## config.mk

```make
export PLATFORM = sky130hd
export DESIGN_NAME = edge_line_controller
export DESIGN_NICKNAME = d
export VERILOG_FILES = /design/src/hdl/edge_line_pkg.sv /design/src/hdl/edge_line_controller.sv
export VERILOG_INCLUDE_DIRS = /design/src /design/src/hdl
export SDC_FILE = /design/constraint.sdc
export NUM_CORES = 1
export LEC_CHECK = 0
export ABC_AREA = 1
export BUFFER_PORTS_ARGS = -buffer_cell sky130_fd_sc_hd__buf_2
export CAP_MARGIN = 20
export CORE_UTILIZATION = 52
export DETAILED_ROUTE_END_ITERATION = 8
export GPL_TIMING_DRIVEN = 0
export PLACE_DENSITY = 0.76
export SYNTH_ARGS = -nofsm -noshare
export SYNTH_HDL_FRONTEND = slang
export SYNTH_SLANG_ARGS = --single-unit
```

## constraint.sdc

```tcl
create_clock -name clk -period 8.2 [get_ports clk]
set_input_delay 1.23 -clock clk [delete_from_list [all_inputs] [get_ports clk]]
set_output_delay 1.23 -clock clk [all_outputs]
set_load 0.02 [all_outputs]
```

## src/hdl/edge_line_cfg.svh

```systemverilog
/*
 Register offsets, field layout and reset values of the edge line controller.
 Assumes inclusion by bare name from the package and the top module.
*/
`ifndef EDGE_LINE_CFG_SVH
`define EDGE_LINE_CFG_SVH

`define ELC_NUM_LINES       26
`define ELC_NUM_PIN_LINES   16
`define ELC_NUM_INT_LINES   10
`define ELC_ADDR_W          8
`define ELC_DATA_W          32
`define ELC_OFS_IRQ_EN      8'h00
`define ELC_OFS_EVT_EN      8'h04
`define ELC_OFS_RISE_EN     8'h08
`define ELC_OFS_FALL_EN     8'h0c
`define ELC_OFS_SOFT_TRIG   8'h10
`define ELC_OFS_PENDING     8'h14
`define ELC_RESET_VALUE     26'h0000000
`define ELC_PENDING_RESET   26'h0000000
`define ELC_UNMAPPED_READ   32'h00000000

`endif

```

## src/hdl/edge_line_pkg.sv

```systemverilog
/*
 Types shared by the edge line controller and its bench.
 Assumes edge_line_cfg.svh is on the include path.
*/
`include "edge_line_cfg.svh"

package edge_line_pkg;

    typedef logic [`ELC_NUM_LINES-1:0] line_vec_t;

    // One register bus request from software
    typedef struct packed {
        logic [`ELC_ADDR_W-1:0] addr;
        logic [`ELC_DATA_W-1:0] wdata;
        logic                   wr;
        logic                   rd;
    } reg_req_s;

    // Register selected by a decoded address
    typedef enum logic [2:0] {
        REG_IRQ_EN    = 3'b000,
        REG_EVT_EN    = 3'b001,
        REG_RISE_EN   = 3'b010,
        REG_FALL_EN   = 3'b011,
        REG_SOFT_TRIG = 3'b100,
        REG_PENDING   = 3'b101,
        REG_NONE      = 3'b111
    } reg_sel_e;

endpackage

```

## src/hdl/edge_line_controller.sv

```systemverilog
/*
 Edge line controller: 26 edge-detecting lines raising interrupt requests,
 event pulses and a wakeup request, programmed through six word registers.
 Assumes line inputs synchronous to clk, and software using whole-word
 accesses that write the upper bits as zero.
*/
// Decided for this implementation: strobed register access.
// Notes on behaviour
// Twenty-six lines, each configured and masked on its own.
// Each line triggers on rising, falling, or both edges.
// Lines 0 to 15 come from pins, 16 to 25 from internal sources.
// Pin line n takes pin n of the externally selected port.
// Internal lines: voltage detect, alarm, USB, Ethernet, tamper, wakeup, I2C.
// Event signals are delivered besides interrupts, selectable per line.
// An enabled trigger can wake the processor and system.
// Rising enable 0 ignores rising edges; 1 makes them requests.
// Falling enable 1 makes falling edges requests; 0 ignores them.
// Both enables set together detect changes in both directions.
// Interrupt request forwarded only while the interrupt enable is 1.
// Event generated only while the event enable is 1.
// An enabled edge sets the line's pending flag.
// Writing 1 to software trigger sets pending at once; 0 deactivates. Here only a 0-to-1 of the bit sets pending.
// Writing 1 to a pending bit clears it; 0 leaves it.
// Pending flags undefined after reset; all other registers reset to zero.
// Software uses only full 32-bit word accesses.
// Software writes bits 31 to 26 as zero.
// Software selects sources, edges, then enables; clears pending after service.
// Interrupt request is pending AND interrupt enable, held until cleared.
// Edges compare input with previous cycle; events are one-cycle pulses.
`timescale 1ns/1ns

`include "edge_line_cfg.svh"

module edge_line_controller
    import edge_line_pkg::*;
#(
    parameter int NUM_LINES     = `ELC_NUM_LINES,
    parameter int NUM_PIN_LINES = `ELC_NUM_PIN_LINES
)
(
    input  wire logic                   clk,          // Bus clock, 100 MHz
    input  wire logic                   rst,          // Async reset, active high
    input  wire logic [`ELC_ADDR_W-1:0] reg_addr,     // Register byte address
    input  wire logic [`ELC_DATA_W-1:0] reg_wdata,    // Write data
    input  wire logic                   reg_wr,       // Write strobe
    input  wire logic                   reg_rd,       // Read strobe
    output logic      [`ELC_DATA_W-1:0] reg_rdata,    // Read data, cycle after strobe
    input  wire logic [15:0]            pin_lines,    // Selected port pins, line n = pin n
    input  wire logic                   low_voltage_detect, // Line 16
    input  wire logic                   clk_alarm,    // Line 17
    input  wire logic                   usb_fs_wakeup, // Line 18
    input  wire logic                   eth_wakeup,   // Line 19
    input  wire logic                   usb_hs_wakeup, // Line 20
    input  wire logic                   clk_tamper,   // Line 21, tamper or timestamp
    input  wire logic                   clk_wakeup,   // Line 22
    input  wire logic [2:0]             i2c_wakeup,   // Lines 23 to 25
    output line_vec_t                   line_irq,     // Per-line interrupt request
    output line_vec_t                   line_evt,     // Per-line event pulse
    output logic                        any_irq,      // Any interrupt request standing
    output logic                        evt_pulse,    // Any event, one cycle
    output logic                        wakeup_req    // Wake request to wakeup_irq_ctrl
);

    // The logic is written for the documented line split only
    if (NUM_LINES != `ELC_NUM_LINES || NUM_PIN_LINES != `ELC_NUM_PIN_LINES)
    begin : g_bad_line_count
        $error("edge_line_controller: unsupported line count");
    end

    // Address decode shared by the write and read paths
    function automatic reg_sel_e decode(input logic [`ELC_ADDR_W-1:0] a);
        case (a)
            `ELC_OFS_IRQ_EN:    decode = REG_IRQ_EN;
            `ELC_OFS_EVT_EN:    decode = REG_EVT_EN;
            `ELC_OFS_RISE_EN:   decode = REG_RISE_EN;
            `ELC_OFS_FALL_EN:   decode = REG_FALL_EN;
            `ELC_OFS_SOFT_TRIG: decode = REG_SOFT_TRIG;
            `ELC_OFS_PENDING:   decode = REG_PENDING;
            default:            decode = REG_NONE;
        endcase
    endfunction

    // Zero-extend a line vector onto the data bus
    function automatic logic [`ELC_DATA_W-1:0] widen(input line_vec_t v);
        widen = {{(`ELC_DATA_W-`ELC_NUM_LINES){1'b0}}, v};
    endfunction

    reg_req_s  req;
    reg_sel_e  sel;
    line_vec_t line_in;
    line_vec_t line_prev;
    line_vec_t irq_en;
    line_vec_t evt_en;
    line_vec_t rise_en;
    line_vec_t fall_en;
    line_vec_t soft_trig;
    line_vec_t pending;
    line_vec_t rise_edge;
    line_vec_t fall_edge;
    line_vec_t hw_trig;
    line_vec_t sw_set;
    line_vec_t trig;
    line_vec_t wr_bits;
    line_vec_t next_pending;
    logic      prev_valid;

    assign req = '{addr: reg_addr, wdata: reg_wdata, wr: reg_wr, rd: reg_rd};
    assign sel = decode(req.addr);
    // Bits 31:26 are dropped on write; software keeps them zero
    assign wr_bits = req.wdata[`ELC_NUM_LINES-1:0]; // Full-word writes only

    // Gather line inputs: pins low, internal sources above
    assign line_in = {i2c_wakeup, clk_wakeup, clk_tamper, usb_hs_wakeup,
                      eth_wakeup, usb_fs_wakeup, clk_alarm, low_voltage_detect,
                      pin_lines};

    // Previous-cycle copy of every line; first cycle after reset is not an edge
    always_ff @(posedge clk or posedge rst)
    begin
        if (rst)
        begin
            line_prev  <= `ELC_RESET_VALUE;
            prev_valid <= 1'b0;
        end
        else
        begin
            line_prev  <= line_in;
            prev_valid <= 1'b1;
        end
    end

    // Edge detection, each line gated by its own enables
    assign rise_edge = line_in & ~line_prev & {NUM_LINES{prev_valid}};
    assign fall_edge = ~line_in & line_prev & {NUM_LINES{prev_valid}};
    // Both enables set give both directions
    assign hw_trig   = (rise_edge & rise_en) | (fall_edge & fall_en);

    // Software trigger sets pending at once on a 0-to-1 of its bit
    assign sw_set = (sel == REG_SOFT_TRIG && req.wr) ? (wr_bits & ~soft_trig)
                                                     : `ELC_RESET_VALUE;
    assign trig   = hw_trig | sw_set;

    // Configuration registers, all zero after reset
    always_ff @(posedge clk or posedge rst)
    begin
        if (rst)
        begin
            irq_en  <= `ELC_RESET_VALUE;
            evt_en  <= `ELC_RESET_VALUE;
            rise_en <= `ELC_RESET_VALUE;
            fall_en <= `ELC_RESET_VALUE;
        end
        else if (req.wr)
        begin
            case (sel)
                REG_IRQ_EN:  irq_en  <= wr_bits;
                REG_EVT_EN:  evt_en  <= wr_bits;
                REG_RISE_EN: rise_en <= wr_bits;
                REG_FALL_EN: fall_en <= wr_bits;
                default:     irq_en  <= irq_en;
            endcase
        end
    end

    // Software trigger bits; writing 0 deactivates the request
    always_ff @(posedge clk or posedge rst)
    begin
        if (rst)
        begin
            soft_trig <= `ELC_RESET_VALUE;
        end
        else if (req.wr && sel == REG_SOFT_TRIG)
        begin
            soft_trig <= wr_bits;
        end
    end

    // Pending flags: set on trigger, write 1 clears, set wins over clear
    always_comb
    begin
        next_pending = pending;
        if (req.wr && sel == REG_PENDING)
        begin
            next_pending = next_pending & ~wr_bits;
        end
        next_pending = next_pending | trig;
    end

    // Pending is undefined by spec; cleared here so no stray request at start
    always_ff @(posedge clk or posedge rst)
    begin
        if (rst)
        begin
            pending <= `ELC_PENDING_RESET;
        end
        else
        begin
            pending <= next_pending;
        end
    end

    // Level interrupt requests held until pending is cleared
    always_ff @(posedge clk or posedge rst)
    begin
        if (rst)
        begin
            line_irq <= `ELC_RESET_VALUE;
            any_irq  <= 1'b0;
        end
        else
        begin
            line_irq <= next_pending & irq_en;
            any_irq  <= |(next_pending & irq_en);
        end
    end

    // Event pulses: one cycle per trigger, per-line selectable
    always_ff @(posedge clk or posedge rst)
    begin
        if (rst)
        begin
            line_evt  <= `ELC_RESET_VALUE;
            evt_pulse <= 1'b0;
        end
        else
        begin
            line_evt  <= trig & evt_en;
            evt_pulse <= |(trig & evt_en);
        end
    end

    // Wake request on any enabled interrupt or event; registered on the clk edge like the other outputs
    always_ff @(posedge clk or posedge rst)
    begin
        if (rst)
        begin
            wakeup_req <= 1'b0;
        end
        else
        begin
            wakeup_req <= |((next_pending & irq_en) | (trig & evt_en));
        end
    end

    // Read data one cycle after the strobe, zero otherwise and for holes
    always_ff @(posedge clk or posedge rst)
    begin
        if (rst)
        begin
            reg_rdata <= `ELC_UNMAPPED_READ;
        end
        else if (req.rd)
        begin
            case (sel)
                REG_IRQ_EN:    reg_rdata <= widen(irq_en);
                REG_EVT_EN:    reg_rdata <= widen(evt_en);
                REG_RISE_EN:   reg_rdata <= widen(rise_en);
                REG_FALL_EN:   reg_rdata <= widen(fall_en);
                REG_SOFT_TRIG: reg_rdata <= widen(soft_trig);
                REG_PENDING:   reg_rdata <= widen(pending);
                default:       reg_rdata <= `ELC_UNMAPPED_READ;
            endcase
        end
        else
        begin
            reg_rdata <= `ELC_UNMAPPED_READ;
        end
    end

endmodule // edge_line_controller

```

# After elaboration in Yosys (flattened, before gate mapping)
# Index checks and enable logic that the tools add are counted.
# op_classes
n_addsub	0
multipliers	0
div_mod_pow	0
order_cmp	0
n_eq_ne	10
shifts	0
mux	5
bitwise	18
n_reduce_logical	11
# op_table
op	count
bitwise AND 26 bit	10
one-hot mux 26 bit (6 select lines)	1
NOT 26 bit	4
bitwise OR 26 bit	4
OR reduction 26 bit	3
two-way mux 26 bit	2
two-way mux 32 bit	1
one-hot mux 3 bit (6 select lines)	1
== test 8 x 4 -> 1 bit, second input constant	2
== test 8 x 5 -> 1 bit, second input constant	2
== test 8 x 3 -> 1 bit, second input constant	1
zero test 8 bit	1
AND reduction 2 bit	4
== test 3 x 2 -> 1 bit, second input constant	2
== test 3 bit, second input constant	2
== test 3 x 1 -> 1 bit, second input constant	1
zero test 3 bit	1
logical AND 1 bit	2
# word_totals
reg_bits	270
latch_bits	0
mem_bits_rw	0
romBits	0
inputBits	70
out_inout_bits	87
elab_cells	58
n_memories	0

# Longest topological paths before layout
# Gate-level depths: netlist of the first run.
# depth
word_depth	10
depth_mapped	20
ltp_nobuf	18

# Least setup slack after synthesis of the first run
# OpenSTA, ideal clock, no wires.
# synth_path
path_type	input to register
startpoint	input reg_addr[6]
endpoint	register wakeup_req
setup_time_ns	0.128
arrival_time_ns	3.161
t_required_ns	8.072
setup_slack_ns	4.911
stages	19
path_buffers	2
cell_sequence	inv_1 nand2_1 nor2_4 buf_6 nand3_2 ha_1 nand3_4 nand3_4 nor2_8 nand2_4 buf_6 o21ai_2 nand2_2 nand2_1 nand2_1 nor2_1 nand2_1 nor2_2 nand3_1
# synth_via
elab_chain_len	10
word_cells_on_any_way	19
cone_classes	eq/ne (7); mux (3); bitwise (5); reduce/logical (4)
# synth_rtl
element	line_no	source
from (decl)	edge_line_controller.sv:43	input wire logic [`ELC_ADDR_W-1:0] reg_addr,
== test 8 x 5 -> 1 bit, or another cell as far along	edge_line_controller.sv:72	case (a)
one-hot mux 3 bit (6 select lines) (*)	edge_line_controller.sv:72	
== test 3 bit	edge_line_controller.sv:139	assign sw_set = (sel == REG_SOFT_TRIG && req.wr) ? (wr_bits & ~soft_trig)
logical AND 1 bit	edge_line_controller.sv:139	
two-way mux 26 bit (no line)	n/a	
bitwise OR 26 bit	edge_line_controller.sv:141	assign trig = hw_trig | sw_set;
bitwise OR 26 bit (*)	edge_line_controller.sv:186	next_pending = next_pending | trig;
via next_pending[16]	edge_line_controller.sv:104	line_vec_t next_pending;
bitwise AND 26 bit (*)	edge_line_controller.sv:241	wakeup_req <= |((next_pending & irq_en) | (trig & evt_en));
bitwise OR 26 bit (*)	edge_line_controller.sv:241	
OR reduction 26 bit (*)	edge_line_controller.sv:241	
to (signal assigned)	edge_line_controller.sv:241	
to (decl)	edge_line_controller.sv:61	output logic wakeup_req
# The timed path passes the listed nets; every way through them passes the cells marked *.
# A chain may end at the register's enable or synchronous reset.

# Worst setup path in the final report of the first run
# layout_path
startpoint	input reg_addr[6]
endpoint	register rise_en[13]
# layout_via
elab_chain_len	4
word_cells_on_any_way	9
cone_classes	eq/ne (6); mux (1); reduce/logical (2)
# layout_rtl
element	line_no	source
== test 8 x 5 -> 1 bit, or another cell as far along	edge_line_controller.sv:72	
one-hot mux 3 bit (6 select lines) (*)	edge_line_controller.sv:72	
== test 3 x 2 -> 1 bit (*)	edge_line_controller.sv:155	case (sel)
AND reduction 2 bit (no line) (*)	n/a	
to (signal assigned)	edge_line_controller.sv:150	rise_en <= `ELC_RESET_VALUE;
to (signal assigned)	edge_line_controller.sv:158	REG_RISE_EN: rise_en <= wr_bits;
to (decl)	edge_line_controller.sv:94	line_vec_t rise_en;
# Every way passes the cells marked *; elsewhere a longest branch is shown, timed or not.

==> results.md, run 1 <==
* Total number of vias at 10.1k
* Drt total wl at 35500 um
* Slew Limit Fails at 0
* Postcts setup bufs at 0
* Buf/Inv on CP at 5
* Setup TNS at 0 ps
* Clock Skew at 8.70 ps
* TritonRoute pass-1 iters at 6
* Unrepaired setup endpoints after global routing: no
* Simple-gate share of the synthesized area at 0.178
* Total leakage power at 7.23 nW
* Hold Path Class: reg -> reg
* Most common cell after layout, fill and taps aside: nand2_1
* Slowest-stage cell, CP: clkbuf_1
* WP data arrival at 4610 ps
* Initial drt markers at 1179
* IO Pins at 157
* GRT Resource Usage Total at 0.324
* Max-Slew Margin vs Limit at 0.369
* Fmax at 236 MHz
* GPL Wtd Cong at 0.945
* Layout cells sized above 1 at 0.171
* Worst path cell trace: buf_2 -> inv_1 -> nand2_1 -> nor2_4 -> buf_6 -> nand3_2 -> ha_1 -> nand3_4 -> buf_2 -> nand3_2 -> nor2_1 -> clkbuf_1 -> o21ai_0
* Synth Register Bits at 264
* Synth Area in XOR/XNOR at 0
* Clk_lat worst skew at 540 ps
* Peak VDD IR at 134 uV
* Crit-path max FO at 10
* FP Rows at 53
* Endpoints failing setup at 0
* Mapped cell area at 11400 um^2
* Largest family of logic cells by synthesized area: simple AND/OR/NAND/NOR gates
* Fin crit share at 0.517
* WL/cell at 20.0 um
* Post-synth cell types at 38
* CP top delay family: simple AND/OR/NAND/NOR gates
* ANT nets after route at 0
* Crit. End Element: flip-flop
* Area Growth Syn to Fin at 18.3%
* Clk pin slew, worst setup/hold paths at 60 ps
* Yosys warning total at 0
* Worst setup SP type: primary input
* CTS resizes at 0
* Sink Count at 264
* Pre-CTS setup slack at 3570 ps
* Number of global-route vias before repair at 9745
* Hold_ws at 489 ps
* Worst slew pin tran at 946 ps
* GRT Residual Overflow at 0
* Port buffer count at 144
* CTS H-tree lvls at 1
* Mux cell area share after synthesis at 0
* Die height at 150 um
* Longest Clk Path Bufs at 3
* Chip width at 150 um
* Nets at 1557
* Initial antenna violation count at 1
* Avg Vias per Cell at 5.68
* Root Driver: clkbuf_16
* DRC at 0
* Final instance area at 13500 um^2
* CTS Buf Count at 27
* Initial Util at 0.536
* Synth Area in Compound Gates at 0.151
* WP data required at 8570 ps
* Adder-Cell Fraction of Synth Area at 0.00110
* Die area at 22500 um^2
* Final Hold Fails at 0
* Post-DP HPWL at 24000 um
* ANT cells at 0
* Synth Instances at 1302
* PwrDens at 210 nW/um^2
* Avg Cell Area, Syn at 8.73 um^2
* Core box area at 21200 um^2
* Final Worst Setup Slack at 3960 ps
* Commonest cells after routing, fill and taps aside: nand2_1 (314), dfrtp_1 (264), inv_1 (186)
* CP Class: in -> reg
* Max Cap Viol at 0
* TritonCTS clock tree: built
* Final min period at 4240 ps
* CP peak stage delay at 730 ps
* Dpl cell area at 12600 um^2
* Global-route wire length before repair at 54100 um
* Seq/Total Area, Yosys at 0.581
* Hold buffer count at cts at 0
* Largest net degree at the start of global routing at 44
* Status: finished, final reports clean
* # fillers at 1818
worst min-delay path, cell delays in order, from the launching register on:
cell and delay [ps]:
dfrtp_1 340, nand2_1 50, o21ai_0 60
registers in the layout, summed over array words and instances (netlist names):
signal,count
any_irq,1
evt_en,26
evt_pulse,1
fall_en,26
irq_en,26
line_evt,26
line_irq,26
line_prev,26
pending,26
prev_valid,1
reg_rdata,26
rise_en,26
soft_trig,26
wakeup_req,1
layout make-up:
| cell class | count | area (um^2) | area share |
|---|---|---|---|
| buffer | 56 | 287 | 0.0213 |
| multi-input combinational | 796 | 3780 | 0.281 |
| clock buffer | 39 | 801 | 0.0595 |
| tap | 275 | 344 | 0.0256 |
| clock inverter | 9 | 77.6 | 0.00577 |
| sequential | 264 | 6610 | 0.491 |
| timing repair buffer | 150 | 841 | 0.0625 |
| inverter | 191 | 721 | 0.0536 |
report_power, final:
part	internal (mW)	switching (mW)	leakage [nW]
Combinational	0.0672	0.145	3.49
Clock	0.706	0.513	0.441
Sequential	1.36	0.0319	3.29
Total	2.14	0.691	7.23
logic make-up (layout without fill, tap and decap cells):
group,after synthesis,in the layout
simple gates,477,477
compound gates,311,311
flops,264,264
buf+inv,247,445
other cells,2,7
fa+ha+maj,1,1
Yosys cell counts:
master     number  area, um^2
inv_2           3        11.3
nand2_2         8        50.1
a2111oi_0       1        8.76
a21boi_0        2        15.0
o22ai_1        21         131
a21boi_1        2        15.0
o21ai_2         9        78.8
a31oi_1        31         194
a21oi_1        67         335
nand2_4         2        22.5
dfrtp_1       264        6610
nand4_4         1        21.3
buf_2          13        65.1
nand3_4         2        35.0
nand3_2         2        20.0
nor2_4          3        33.8
nor2_1         91         342
buf_1           3        11.3
buf_4           6        45.0
inv_1         187         702
clkinv_1        1        3.75
a221oi_1        7        61.3
nor2_2          6        37.5
nand4_1         2        12.5
conb_1          2        7.51
o21ai_0       164         821
nand3b_1        5        37.5
a32oi_1         3        26.3
buf_6           5        56.3
nand2_1       314        1180
ha_1            1        12.5
nand3_1        36         180
a22oi_1         2        15.0
nor2_8          2        40.0
clkbuf_1       29         109
nor3_1          2        10.0
or2_2           1        6.26
o21ai_1         2        10.0
final timing paths:
check / start / cells past startpoint / slack, ps / to
min in group asynchronous: rst / 2 / 790 / line_prev[17]$_DFF_PP0_
min reg2reg: fall_en[15]$_DFFE_PP0P_ / 2 / 490 / fall_en[15]$_DFFE_PP0P_
max in group asynchronous: rst / 5 / 6220 / fall_en[3]$_DFFE_PP0P_
min: fall_en[15]$_DFFE_PP0P_ / 2 / 490 / fall_en[15]$_DFFE_PP0P_
max reg2reg: prev_valid$_DFF_PP0_ / 12 / 5480 / wakeup_req$_DFF_PP0_
max: reg_addr[6] / 13 / 3960 / rise_en[13]$_DFFE_PP0P_
stage by stage:
| stage | std cells | util | total power, mW |
|---|---|---|---|
| after detailed placement | 1732 | 0.593 | 1.63 |
| after global routing | 1780 | 0.634 | 2.91 |
| after CTS | 1780 | 0.634 | 2.83 |
| after floorplan | 1307 | - | 1.54 |
| after global placement | 1726 | 0.587 | 1.61 |
| final | 1780 | 0.634 | 2.83 |
per-layer routing:
metal,part of all wire,vias to the layer above,GRT usage
met4,0.053,2,0.166
li1,-,4521,-
met1,0.38,4763,0.430
met2,0.44,690,0.491
met5,0.00025,-,0
met3,0.12,140,0.0863
(Power assumes the default switching activity.)
==> run 2, diff against run 1 <==
- clock period: 8.2 -> 3.6 ns (I/O delays scaled with it)
==> results.md, run 2 (synthesized netlist as in run 1, its figures left out) <==
* ANT cells at 0 (unchanged)
* Reg area at 6610 um^2 (unchanged)
* TritonCTS clock tree: built (unchanged)
* Total number of vias at 10.2k (was 10.1k)
* Hold buffer count at cts at 0 (unchanged)
* Setup TNS at 0 ps (unchanged)
* Drt total wl at 35600 um (was 35500 um)
* CP Class: in -> reg (unchanged)
* Initial Util at 0.536 (unchanged)
* Max-Slew Margin vs Limit at 0.361 (was 0.369)
* GRT Residual Overflow at 0 (unchanged)
* Initial drt markers at 1190 (was 1179)
* Clk pin slew, worst setup/hold paths at 60 ps (about the same)
* WP data arrival at 3740 ps (was 4610 ps)
* CTS Buf Count at 27 (unchanged)
* Die area at 22500 um^2 (unchanged)
* Global-route wire length before repair at 54100 um (unchanged)
* Longest Clk Path Bufs at 3 (unchanged)
* Final Hold Fails at 0 (unchanged)
* Crit-path max FO at 10 (unchanged)
* Avg Vias per Cell at 5.71 (was 5.68)
* Initial antenna violation count at 1 (unchanged)
* Most common cell after layout, fill and taps aside: nand2_1 (unchanged)
* Endpoints failing setup at 0 (unchanged)
* Nets at 1557 (unchanged)
* FF-to-FF Start: prev_valid$_DFF_PP0_ (unchanged)
* Total leakage power at 7.23 nW (about the same)
* Peak VDD IR at 307 uV (was 134 uV)
* CTS H-tree lvls at 1 (unchanged)
* Number of global-route vias before repair at 9745 (unchanged)
* Clock Skew at 8.07 ps (was 8.70 ps)
* ANT nets after route at 0 (unchanged)
* Post-DP HPWL at 24000 um (unchanged)
* Port buffer count at 144 (unchanged)
* Layout cells sized above 1 at 0.172 (was 0.171)
* Crit. End Element: flip-flop (unchanged)
* Reg2reg path depth at 12 (unchanged)
* Sink Count at 264 (unchanged)
* Worst setup SP type: primary input (unchanged)
* GRT Resource Usage Total at 0.324 (unchanged)
* Slew Limit Fails at 0 (unchanged)
* Fmax at 298 MHz
* IO Pins at 157 (unchanged)
* Largest net degree at the start of global routing at 44 (unchanged)
* Chip width at 150 um (unchanged)
* Area Growth Syn to Fin at 18.4% (was 18.3%)
* GPL Wtd Cong at 0.945 (unchanged)
* PwrDens at 478 nW/um^2 (was 210 nW/um^2)
* Final min period at 3360 ps
* Fin crit share at 0.933
* Root Driver: clkbuf_16 (unchanged)
* Unrepaired setup endpoints after global routing: no (unchanged)
* R2R Setup Slk at 850 ps (was 5480 ps)
* Worst slew pin tran at 959 ps (was 946 ps)
* Area of the multi-input gates at 3780 um^2 (about the same)
* Hold Path Class: in -> async (was reg -> reg)
* Max Cap Viol at 0 (unchanged)
* WP data required at 3980 ps (was 8570 ps)
* R2R Path End: wakeup_req$_DFF_PP0_ (unchanged)
* Commonest cells after routing, fill and taps aside: nand2_1 (314), dfrtp_1 (264), inv_1 (186) (unchanged)
* Hold_ws at 99.1 ps (was 489 ps)
* FP Rows at 53 (unchanged)
* Die height at 150 um (unchanged)
* # fillers at 1817 (was 1818)
* Core box area at 21200 um^2 (unchanged)
* Clk_lat worst skew at 540 ps (about the same)
* DRC at 0 (unchanged)
* TritonRoute pass-1 iters at 6 (unchanged)
* Status: finished, final reports clean (unchanged)
* WL/cell at 20.0 um (about the same)
-- run 2: cell counts in the layout (fill, tap and decap cells not counted) --
Identical to the previous run, type by type.
-- run 2: stage by stage --
step	cells	utilization	setup slack (ps)	power [mW]	area (um^2)
2_1_floorplan	1307	-	-424	3.51	11400
3_3_place_gp	1726	0.587	-1890	3.67	12500
3_5_place_dp	1732	0.593	-340	3.70	12600
4_1_cts	1780	0.634	194	6.44	13500
5_1_grt	1780	0.634	174	6.64	13500
6_report	1780	0.634	240	6.43	13500
-- run 2: final cells by class --
class,count,area share
tap,275,0.0256
multi-input combinational,796,0.281
sequential,264,0.491
clock buffer,39,0.0595
clock inverter,9,0.00576
inverter,191,0.0536
timing repair buffer,150,0.0625
buffer,56,0.0213
-- run 2: per-layer routing --
layer / global-route usage / vias up / part of all wire
met3: 0.0863 / 145 / 0.13
met1: 0.430 / 4779 / 0.38
met2: 0.491 / 713 / 0.44
met4: 0.166 / 2 / 0.055
met5: 0 / - / 0.00025
li1: - / 4522 / -
-- run 2: critical path, cell delays in order --
cell	delay, ps
buf_2	100
inv_1	40
nand2_1	80
nor2_4	160
buf_6	200
nand3_2	170
ha_1	270
nand3_4	130
buf_2	270
nand3_2	360
nor2_2	470
clkbuf_1	710
o21ai_0	200
-- run 2: power breakdown --
group	total, mW	internal [mW]	switching [mW]
logic	0.484	0.153	0.331
clock network	2.77	1.61	1.16
registers	3.18	3.11	0.0726
total	6.43	4.87	1.57
-- run 2: how the worst max path moves through the flow --
| stage | slack, ps | end | depth (start not counted) | start |
|---|---|---|---|---|
| 5_1_grt | 170 | rise_en[18]$_DFFE_PP0P_ | 13 | reg_addr[6] |
| 3_5_place_dp | -340 | rise_en[13]$_DFFE_PP0P_ | 13 | reg_addr[6] |
| 6_report | 240 | rise_en[13]$_DFFE_PP0P_ | 13 | reg_addr[6] |
| 2_1_floorplan | -420 | any_irq$_DFF_PP0_ | 1 | rst |
| 3_3_place_gp | -1890 | line_prev[5]$_DFF_PP0_ | 2 | rst |
| 4_1_cts | 190 | rise_en[13]$_DFFE_PP0P_ | 13 | reg_addr[6] |
-- run 2: repair_timing --
action                                  4_1_cts  5_1_grt
gates resized for setup                       0        1
setup buffers                                 0        0
endpoints found under the setup margin        0        4
